$ cat config.mk
export PLATFORM = sky130hd
export DESIGN_NAME = watchdog_with_software_reset
export DESIGN_NICKNAME = d
export VERILOG_FILES = /design/src/rtl/wdt_pkg.sv /design/src/rtl/wdt_stage_counter.sv /design/src/rtl/watchdog_with_software_reset.sv
export VERILOG_INCLUDE_DIRS = /design/src /design/src/rtl
export SDC_FILE = /design/constraint.sdc
export NUM_CORES = 1
export LEC_CHECK = 0
export BUFFER_PORTS_ARGS = -buffer_cell sky130_fd_sc_hd__buf_2
export CORE_UTILIZATION = 30
export DETAILED_ROUTE_END_ITERATION = 8
export PLACE_DENSITY = 0.53
export SYNTH_ARGS = -nofsm -noshare
export SYNTH_HDL_FRONTEND = slang
export SYNTH_SLANG_ARGS = --single-unit
export TNS_END_PERCENT = 5
$ cat constraint.sdc
create_clock -name sys_clk -period 2.6 [get_ports sys_clk]
set_input_delay 0.52 -clock sys_clk [delete_from_list [all_inputs] [get_ports sys_clk]]
set_output_delay 0.52 -clock sys_clk [all_outputs]
set_load 0.05 [all_outputs]
$ cat src/rtl/wdt_map.svh
`ifndef WDT_MAP_SVH
`define WDT_MAP_SVH

// register addresses
`define KEY_ADDR    8'hA6
`define CTRL_ADDR   8'hA7

// key bytes
`define KEY_FEED1   8'h1E
`define KEY_FEED2   8'hE1
`define KEY_SW1     8'h5A
`define KEY_SW2     8'hA5

// control/status field positions
`define PS_HI       7
`define PS_LO       5
`define IDLE_BIT    4
`define RESET_OUTPUT_DISABLE_BIT  3
`define SOFTWARE_RESET_FLAG_BIT   2
`define OVF_BIT     1
`define RUN_BIT     0

// reset values
`define PS_RESET    3'h0
`define BIT_RESET   1'b0
`define RDATA_IDLE  8'h00

// counter widths
`define TPS_W       4
`define PRE_W       7
`define CNT_W       14

`endif

$ cat src/rtl/wdt_pkg.sv
package wdt_pkg;
    typedef enum logic [1:0] {KEY_IDLE, KEY_FEED_HALF, KEY_SW_HALF} key_state_t;
    typedef logic [7:0] sfr_byte_t;
endpackage

$ cat src/rtl/wdt_stage_counter.sv
`timescale 1ns/1ps
module wdt_stage_counter
#(
    parameter int W = 7
)
(
    input  wire logic         sys_clk,
    input  wire logic         rst_n,
    input  wire logic         clr,
    input  wire logic         inc,
    output logic [W-1:0]      count_r
);
    logic [W-1:0] count_nxt;

    always_comb
    begin
        if (clr)
            count_nxt = '0;
        else if (inc)
            count_nxt = count_r + 1'b1;
        else
            count_nxt = count_r;
    end

    always_ff @(posedge sys_clk)
    begin
        if (!rst_n)
            count_r <= '0;
        else
            count_r <= count_nxt;
    end
endmodule

$ cat src/rtl/watchdog_with_software_reset.sv
// Overview of operation
// - period field doubles 16K up to 2048K
// - time-out 2^(period+14) times prescale plus one
// - 14-bit counter behind 7-bit prescaler
// - disabled after reset, halted in power-down
// - 1EH then E1H starts, running bit set
// - running bit read-only, reflects counter state
// - reads allowed between keys, writes break
// - overflow gives reset pulse, sets overflow flag
// - 5AH then A5H software reset, flag only
// - wrong key sequence resets, sets both flags
// - software-reset flag kept, cleared by zero
// - overflow flag kept, cleared by software
`timescale 1ns/1ps
`include "wdt_map.svh"
module watchdog_with_software_reset
    import wdt_pkg::*;
(
    input  wire logic               sys_clk,
    input  wire logic               rst_n,
    input  wire logic               other_reset,
    input  wire logic               idle_mode,
    input  wire logic               pd_mode,
    input  wire logic [`TPS_W-1:0]  general_timer_prescale,
    input  wire logic               reset_pin_polarity,
    input  wire logic [7:0]         sfr_addr,
    input  wire logic [7:0]         sfr_wdata,
    input  wire logic               sfr_wr,
    input  wire logic               sfr_rd,
    output logic [7:0]              sfr_rdata_r,
    output logic                    wdt_reset_r,
    output logic                    reset_pin_out_r,
    output logic                    reset_pin_oe_r
);
    // ==========================================================
    // state
    // ==========================================================
    key_state_t          key_r,         key_nxt;
    logic                running_r,     running_nxt;
    logic [2:0]          period_r,      period_nxt;
    logic                idle_dis_r,    idle_dis_nxt;
    logic                reset_output_disable_r,      reset_output_disable_nxt;
    logic                software_reset_flag_flag_r,  software_reset_flag_flag_nxt;
    logic                ovf_flag_r,    ovf_flag_nxt;
    logic [`TPS_W-1:0]   tps_cnt_r,     tps_cnt_nxt;
    logic [7:0]          rdata_nxt;
    logic                wdt_reset_nxt;
    logic                pin_out_nxt;
    logic                pin_oe_nxt;
    logic [`PRE_W-1:0]   pre_cnt;
    logic [`CNT_W-1:0]   wd_cnt;
    logic [`PRE_W-1:0]   pre_mask;
    logic                key_wr;
    logic                other_wr;
    logic                ctrl_wr;
    logic                cnt_en;
    logic                cnt_clr;
    logic                tps_tick;
    logic                pre_tick;
    logic                ovf_evt;
    logic                feed_ok;
    logic                sw_ok;
    logic                bad_seq;
    logic                gen_rst;

    assign key_wr   = sfr_wr && (sfr_addr == `KEY_ADDR);
    assign other_wr = sfr_wr && (sfr_addr != `KEY_ADDR);
    assign ctrl_wr  = sfr_wr && (sfr_addr == `CTRL_ADDR);

    // ==========================================================
    // time base
    // ==========================================================
    assign cnt_en   = running_r && !pd_mode && !(idle_mode && idle_dis_r);
    assign cnt_clr  = !running_r || gen_rst || other_reset || feed_ok;
    assign tps_tick = cnt_en && (tps_cnt_r == general_timer_prescale);
    assign pre_mask = `PRE_W'((8'h01 << period_r) - 8'h01);
    assign pre_tick = tps_tick && ((pre_cnt & pre_mask) == pre_mask);
    assign ovf_evt  = pre_tick && (&wd_cnt);

    always_comb
    begin
        if (cnt_clr || tps_tick)
            tps_cnt_nxt = '0;
        else if (cnt_en)
            tps_cnt_nxt = tps_cnt_r + 1'b1;
        else
            tps_cnt_nxt = tps_cnt_r;
    end

    always_ff @(posedge sys_clk)
    begin
        if (!rst_n)
            tps_cnt_r <= '0;
        else
            tps_cnt_r <= tps_cnt_nxt;
    end

    wdt_stage_counter #(.W(`PRE_W)) u_prescaler
    (
        .sys_clk (sys_clk),
        .rst_n   (rst_n),
        .clr     (cnt_clr || pre_tick),
        .inc     (tps_tick),
        .count_r (pre_cnt)
    );

    wdt_stage_counter #(.W(`CNT_W)) u_counter
    (
        .sys_clk (sys_clk),
        .rst_n   (rst_n),
        .clr     (cnt_clr),
        .inc     (pre_tick),
        .count_r (wd_cnt)
    );

    // ==========================================================
    // key sequence, control and flags
    // ==========================================================
    always_comb
    begin
        key_nxt        = key_r;
        feed_ok        = 1'b0;
        sw_ok          = 1'b0;
        bad_seq        = 1'b0;
        unique case (key_r)
            KEY_IDLE:
            begin
                if (key_wr && sfr_wdata == `KEY_FEED1)
                    key_nxt = KEY_FEED_HALF;
                else if (key_wr && sfr_wdata == `KEY_SW1)
                    key_nxt = KEY_SW_HALF;
                else if (key_wr)
                    bad_seq = 1'b1;
            end
            KEY_FEED_HALF:
            begin
                if (sfr_wr)
                    key_nxt = KEY_IDLE;
                if (key_wr && sfr_wdata == `KEY_FEED2)
                    feed_ok = 1'b1;
                else if (sfr_wr)
                    bad_seq = 1'b1;
            end
            KEY_SW_HALF:
            begin
                if (sfr_wr)
                    key_nxt = KEY_IDLE;
                if (key_wr && sfr_wdata == `KEY_SW2)
                    sw_ok = 1'b1;
                else if (sfr_wr)
                    bad_seq = 1'b1;
            end
        endcase
        gen_rst = bad_seq || sw_ok || ovf_evt;

        // running bit follows the key logic and the reset sources, never a register write
        running_nxt = running_r;
        if (feed_ok)
            running_nxt = 1'b1;
        if (gen_rst || other_reset)
            running_nxt = 1'b0;

        period_nxt   = period_r;
        idle_dis_nxt = idle_dis_r;
        reset_output_disable_nxt   = reset_output_disable_r;
        if (ctrl_wr)
        begin
            period_nxt   = sfr_wdata[`PS_HI:`PS_LO];
            idle_dis_nxt = sfr_wdata[`IDLE_BIT];
            reset_output_disable_nxt   = sfr_wdata[`RESET_OUTPUT_DISABLE_BIT];
        end
        if (gen_rst || other_reset)
        begin
            key_nxt      = KEY_IDLE;
            period_nxt   = `PS_RESET;
            idle_dis_nxt = `BIT_RESET;
            reset_output_disable_nxt   = `BIT_RESET;
        end

        // flags: only a zero write clears, a set in the same cycle wins
        software_reset_flag_flag_nxt = software_reset_flag_flag_r;
        if (ctrl_wr && !sfr_wdata[`SOFTWARE_RESET_FLAG_BIT])
            software_reset_flag_flag_nxt = 1'b0;
        if (sw_ok || bad_seq)
            software_reset_flag_flag_nxt = 1'b1;
        ovf_flag_nxt = ovf_flag_r;
        if (ctrl_wr && !sfr_wdata[`OVF_BIT])
            ovf_flag_nxt = 1'b0;
        if (ovf_evt || bad_seq)
            ovf_flag_nxt = 1'b1;
    end

    always_ff @(posedge sys_clk)
    begin
        if (!rst_n)
        begin
            key_r        <= KEY_IDLE;
            running_r    <= `BIT_RESET;
            period_r     <= `PS_RESET;
            idle_dis_r   <= `BIT_RESET;
            reset_output_disable_r     <= `BIT_RESET;
            software_reset_flag_flag_r <= `BIT_RESET;
            ovf_flag_r   <= `BIT_RESET;
        end
        else
        begin
            key_r        <= key_nxt;
            running_r    <= running_nxt;
            period_r     <= period_nxt;
            idle_dis_r   <= idle_dis_nxt;
            reset_output_disable_r     <= reset_output_disable_nxt;
            software_reset_flag_flag_r <= software_reset_flag_flag_nxt;
            ovf_flag_r   <= ovf_flag_nxt;
        end
    end

    // ==========================================================
    // outputs
    // ==========================================================
    always_comb
    begin
        rdata_nxt     = `RDATA_IDLE;
        if (sfr_rd && sfr_addr == `CTRL_ADDR)
            rdata_nxt = {period_r, idle_dis_r, reset_output_disable_r, software_reset_flag_flag_r, ovf_flag_r, running_r};
        wdt_reset_nxt = gen_rst;
        pin_oe_nxt    = gen_rst && !reset_output_disable_r;
        pin_out_nxt   = reset_pin_polarity;
    end

    always_ff @(posedge sys_clk)
    begin
        if (!rst_n)
        begin
            sfr_rdata_r     <= `RDATA_IDLE;
            wdt_reset_r     <= `BIT_RESET;
            reset_pin_out_r <= `BIT_RESET;
            reset_pin_oe_r  <= `BIT_RESET;
        end
        else
        begin
            sfr_rdata_r     <= rdata_nxt;
            wdt_reset_r     <= wdt_reset_nxt;
            reset_pin_out_r <= pin_out_nxt;
            reset_pin_oe_r  <= pin_oe_nxt;
        end
    end
endmodule

; Word-level counts from Yosys, hierarchy flattened
; Cells that the tools add are included.
[op_classes]
n_eq_ne = 12
shift = 1
mux = 19
n_bitwise = 2
n_reduce_logical = 42
addsub = 4
[ops]
columns = op, count
row1 = $eq 8x8->1 const B, 4
row2 = $logic_and 1x1->1, 16
row3 = $add 14x1->14 const B, 1
row4 = $mux 1, 14
row5 = $reduce_and 14->1, 1
row6 = $reduce_or 2->1, 5
row7 = $logic_or 1x1->1, 9
row8 = $eq 8x5->1 const B, 1
row9 = $eq 8x7->1 const B, 1
row10 = $add 7x1->7 const B, 1
row11 = $and 7x7->7, 1
row12 = $eq 7x7->1, 1
row13 = $shl 1x3->7 const A, 1
row14 = $sub 7x1->7 const B, 1
row15 = $logic_not 1->1, 6
row16 = $mux 2, 3
row17 = $add 4x1->4 const B, 1
row18 = $eq 4x4->1, 1
row19 = $pmux 2 s2, 1
row20 = $reduce_and 2->1, 2
row21 = $reduce_bool 2->1, 2
row22 = $ne 3x3->1 const B, 1
row23 = $pmux 1 s3, 1
row24 = $eq 2x1->1 const B, 1
row25 = other kinds (4), 4
[totals]
register_bits = 46
inputBits = 28
output_inout_bits = 11
elab_cells = 94

; Logic depth before layout (Yosys ltp)
[depth]
depth_word = 13
mapped_depth = 9
ltp_nobuf = 8

; Hierarchy
; From an unflattened synthesis, not the netlist that was laid out.
[unflattened]
cells_unflattened = 252
area_unflattened_um2 = 2343.5
[modules_own_cells]
columns = mod, n_inst, cells_per_inst, seq_area_each_um2, area_each_um2
row1 = watchdog_with_software_reset, 1, 149, 500.5, 1405.1
row2 = wdt_stage_counter at u_counter, 1, 73, 280.3, 659.4
row3 = wdt_stage_counter at u_prescaler, 1, 30, 140.1, 279.0

; Least setup slack after synthesis
; OpenSTA, ideal clock, no wires.
[synth_path]
kind = in2reg
from = in sfr_addr[6]
to = reg tps_cnt_r[0]
path_stages = 8
path_buffers = 2
t_arrival_ns = 2.102
setup_slack_ns = 0.423
path_cell_list = nand4bb_1 -> or3_1 -> buf_2 -> o31ai_4 -> and2b_4 -> nand2_2 -> buf_6 -> nor3_2
[synth_between]
elab_chain_len = 13
[synth_lines]
columns = item, line_no
row1 = from (decl), watchdog_with_software_reset.sv:26  ; input wire logic [7:0] sfr_addr,
row2 = $eq 8x8->1 (no source line) *, n/a
row3 = $logic_and 1x1->1 *, watchdog_with_software_reset.sv:66  ; assign key_wr = sfr_wr && (sfr_addr == `KEY_ADDR);
row4 = $mux 1 or $logic_and 1x1->1 (tied branches), n/a
row5 = $mux 1, watchdog_with_software_reset.sv:130  ; else if (key_wr && sfr_wdata == `KEY_SW1)
row6 = $mux 1, watchdog_with_software_reset.sv:128  ; if (key_wr && sfr_wdata == `KEY_FEED1)
row7 = $pmux 1 s3, watchdog_with_software_reset.sv:125  ; unique case (key_r)
row8 = $logic_or 1x1->1 (2 in series), watchdog_with_software_reset.sv:154  ; gen_rst = bad_seq || sw_ok || ovf_evt;
row9 = $logic_or 1x1->1 (2 in series), watchdog_with_software_reset.sv:74  ; assign cnt_clr = !running_r || gen_rst || other_reset || feed_ok;
row10 = $logic_or 1x1->1 *, watchdog_with_software_reset.sv:74
row11 = $logic_or 1x1->1 *, watchdog_with_software_reset.sv:82  ; if (cnt_clr || tps_tick)
row12 = $reduce_or 2->1 (no source line) *, n/a
row13 = to (signal assigned), watchdog_with_software_reset.sv:95  ; tps_cnt_r <= tps_cnt_nxt;
row14 = to (decl), watchdog_with_software_reset.sv:45  ; logic [`TPS_W-1:0] tps_cnt_r, tps_cnt_nxt;
; Every way passes the cells marked *; elsewhere a longest branch is shown, timed or not.
; A chain may end at the register's enable or synchronous reset.

; Worst setup path after layout
[layout_path]
from = reg u_counter.count_r[5]
to = reg tps_cnt_r[3]
[layout_between]
elab_chain_len = 8
[layout_lines]
columns = item, line_no
row1 = from (decl), wdt_stage_counter.sv:11  ; output logic [W-1:0] count_r
row2 = from (signal assigned), wdt_stage_counter.sv:30  ; count_r <= count_nxt;
row3 = $reduce_and 14->1, watchdog_with_software_reset.sv:78  ; assign ovf_evt = pre_tick && (&wd_cnt);
row4 = $logic_and 1x1->1, watchdog_with_software_reset.sv:78
row5 = $logic_or 1x1->1, watchdog_with_software_reset.sv:154
row6 = $logic_or 1x1->1 (3 in series), watchdog_with_software_reset.sv:74
row7 = $logic_or 1x1->1, watchdog_with_software_reset.sv:82
row8 = $reduce_or 2->1 (no source line), n/a
; Every way passes these cells.

==> flow_summary.json <==
{
  "dr.pass1.iters": 4,
  "die_h_um": 91.28,
  "endpoint_kind": "flop",
  "status": "finished clean",
  "cts.htree.levels": 2,
  "required_ns": 2.78,
  "setup_ws_ns": 0.3824,
  "area_growth_pct": 17.01,
  "cts_buffer_depth": 2,
  "finalSetupViolCount": 0,
  "drive_gt1_share_pct": 22.65,
  "cts_hold_buf": 0,
  "hp-start": "reset_pin_polarity",
  "wl_per_cell_um": 12.08,
  "crit_chain": "nand4_1 > or4_1 > or4_4 > nand2_2 > nor3_1",
  "switching_share_pct": 22.41,
  "antenna_found_initial": 0,
  "portBuffers": 38,
  "power_frac_comb_pct": 4.9,
  "dpl.hpwl_um": 3817,
  "clkPwrFrac_pct": 35.7,
  "grt_max_degree": 24,
  "avgSynthCellArea_um2": 9.057,
  "grt_util_met2_pct": 20.45,
  "ys_seq_area_share_pct": 38.51,
  "cts_tree": "done",
  "fin_tns_setup_ns": 0,
  "min_period_ns": 2.218,
  "relSlewSlack_pct": 65.20,
  "grtUsageTotal_pct": 12.99,
  "ys_types": 53,
  "placementRows": 32,
  "layout_common_cells": "dfxtp_1, buf_2, nor2_1",
  "die_area_um2": 8331,
  "cp.arrival_ns": 2.40,
  "fmax_mhz": 450.9,
  "grt_pass1_wl_um": 8687,
  "clk-insertion-delay-late_ns": 0.30,
  "synth_cells": 264,
  "p_leak_nw": 0.9522,
  "hold_viol": 0,
  "synth_top_area_share_pct": 38.51,
  "num_vias": 1973,
  "switching_power_w": 0.0002659,
  "nets": 342,
  "crit_type": "flop to flop",
  "detailedPlace.worstSlack_ns": 0.1894,
  "drv_cap": 0,
  "path_buf_inv": 0,
  "overflow": 0,
  "grt_pass1_vias": 1871,
  "pin_count": 39,
  "top_usage_layer": "met2",
  "ant_nets": 0,
  "worst-slew-pin-transition_ns": 0.5172,
  "synth_edf_count": 0,
  "seqPwrFrac_pct": 59.4,
  "cts_setup_buffers": 0,
  "wl_um": 4966,
  "cp_slowest_cell": "or4_1",
  "ys_warn_count": 0,
  "antenna_cells": 0,
  "irDropWorstVdd_mv": 0.1728,
  "drc_errors": 0,
  "startpoint": "u_counter.count_r[5]",
  "hold_path.class": "input pin to flop",
  "vias_per_cell": 4.800,
  "ys_ff_latch": 46,
  "synth_flop_cell": "dfxtp_1",
  "die_w_um": 91.28,
  "cts_buffers": 5,
  "synth_area_leaders": "dfxtp_1, xnor2_1, nor3_2",
  "grtUsageMet3_pct": 2.931,
  "finClkSkew_ns": 0.01059,
  "drv_slew": 0,
  "cp_top_family": "simple AND/OR/NAND/NOR gates",
  "core-area_um2": 7727,
  "synth_fp_nets": 298,
  "p_per_area_nw_per_um2": 424.1,
  "cts.clk_slew.worst_paths_ns": 0.09,
  "critPathMaxFanout": 12,
  "cts.sinks": 46,
  "drt_iter0_markers": 78,
  "synth_top_cell_by_area": "dfxtp_1",
  "gp_congestion": 0.8573,
  "post-route-period-util_pct": 85.29,
  "clock-root-buffer": "clkbuf_8",
  "power.internal_w": 0.0009207,
  "netlist_area_um2": 2391,
  "cp-start-kind": "flop",
  "r2r-start": "u_counter.count_r[5]",
  "final_common_cell": "dfxtp_1",
  "floorplan.initialDensity_pct": 30.94,
  "slowest_delay_ns": 0.56,
  "grt_use_met1_pct": 17.40,
  "async_reset_ff_share_pct": 0,
  "cts_resized": 0,
  "grt_setup_unrepaired": "no"
}
-- per-layer routing --
layer	up-vias	wire length, um
li1	1030	-
met1	903	2482
met2	30	2194
met3	10	192
met4	0	96
met5	-	0
-- power by group through the flow --
stage	Combinational, W	Clock (W)	Sequential (W)
floorplan	0.0000192	0	0.000725
global placement	0.0000567	0	0.000722
detailed placement	0.0000580	0	0.000722
CTS	0.0000584	0.000442	0.000705
global route	0.0000635	0.000475	0.000705
finish	0.0000578	0.000424	0.000705
-- state kept, by name (all words and copies together), names as in the netlist, 2 cells and up --
register	count
u_counter.count_r	14
key_r	2
u_prescaler.count_r	7
sfr_rdata_r	8
tps_cnt_r	4
period_r	3
-- kinds of logic (layout without fill, tap and decap cells) --
kind of cell / count (synthesis) / count (layout) / synth area share, %
buffers and inverters: 17 / 62 / 3.349
muxes: 7 / 7 / 2.931
DFF: 46 / 46 / 38.51
adders and majority gates: 6 / 6 / 3.140
AOI/OAI and AO/OA: 34 / 34 / 10.73
and+or+nand+nor: 129 / 129 / 32.18
xor gates and xnor gates: 25 / 25 / 9.158
-- per-stage QoR --
step | std cells | util [%] | area, um^2 | hold slack [ns] | power, W
6_report | 411 | 36.20 | 2798 | 0.4251 | 0.001187
5_1_grt | 411 | 36.20 | 2798 | 0.4231 | 0.001244
4_1_cts | 411 | 36.20 | 2798 | 0.4215 | 0.001206
3_5_place_dp | 403 | 35.09 | 2711 | 0.4507 | 0.0007796
3_3_place_gp | 403 | 35.09 | 2711 | 0.4540 | 0.0007782
2_1_floorplan | 264 | - | 2391 | 0.4229 | 0.0007438
-- worst paths after layout --
| check | end | slack (ns) | cells past startpoint |
|---|---|---|---|
| worst min register to register | sfr_rdata_r[2] | 0.48 | 1 |
| worst max-delay path | tps_cnt_r[3] | 0.38 | 5 |
| worst min-delay path | reset_pin_out_r | 0.43 | 2 |
| worst max register to register | tps_cnt_r[3] | 0.38 | 5 |
-- synthesized netlist by cell type (all sizes together) (3+ instances only) --
master,n
mux2i,7
nor3,21
xor2,7
and2,8
nor2,26
a31oi,3
o31ai,3
nor4bb,3
nor2b,4
a211oi,4
nand4,5
ha,6
nand2,16
a21oi,5
dfxtp,46
nor4,12
buf,3
clkbuf,4
nand2b,6
xnor2,18
o21ai,7
nand3,14
inv,10
-- worst reg2reg max path: stages (launching register included) --
cell     delay [ns]
dfxtp_1        0.41
nand4_1        0.15
or4_1          0.56
or4_4          0.56
nand2_2        0.31
nor3_1         0.11
-- final cells by class --
type	instances	area (um^2)
Inverter	10	37.54
Tap cell	102	127.6
Timing Repair Buffer	44	235.2
Clock buffer	6	72.57
Sequential cell	46	920.9
Fill cell	815	4930
Clock inverter	2	13.76
Multi-Input combinational cell	201	1390
Power figures use the tool's default switching activity.
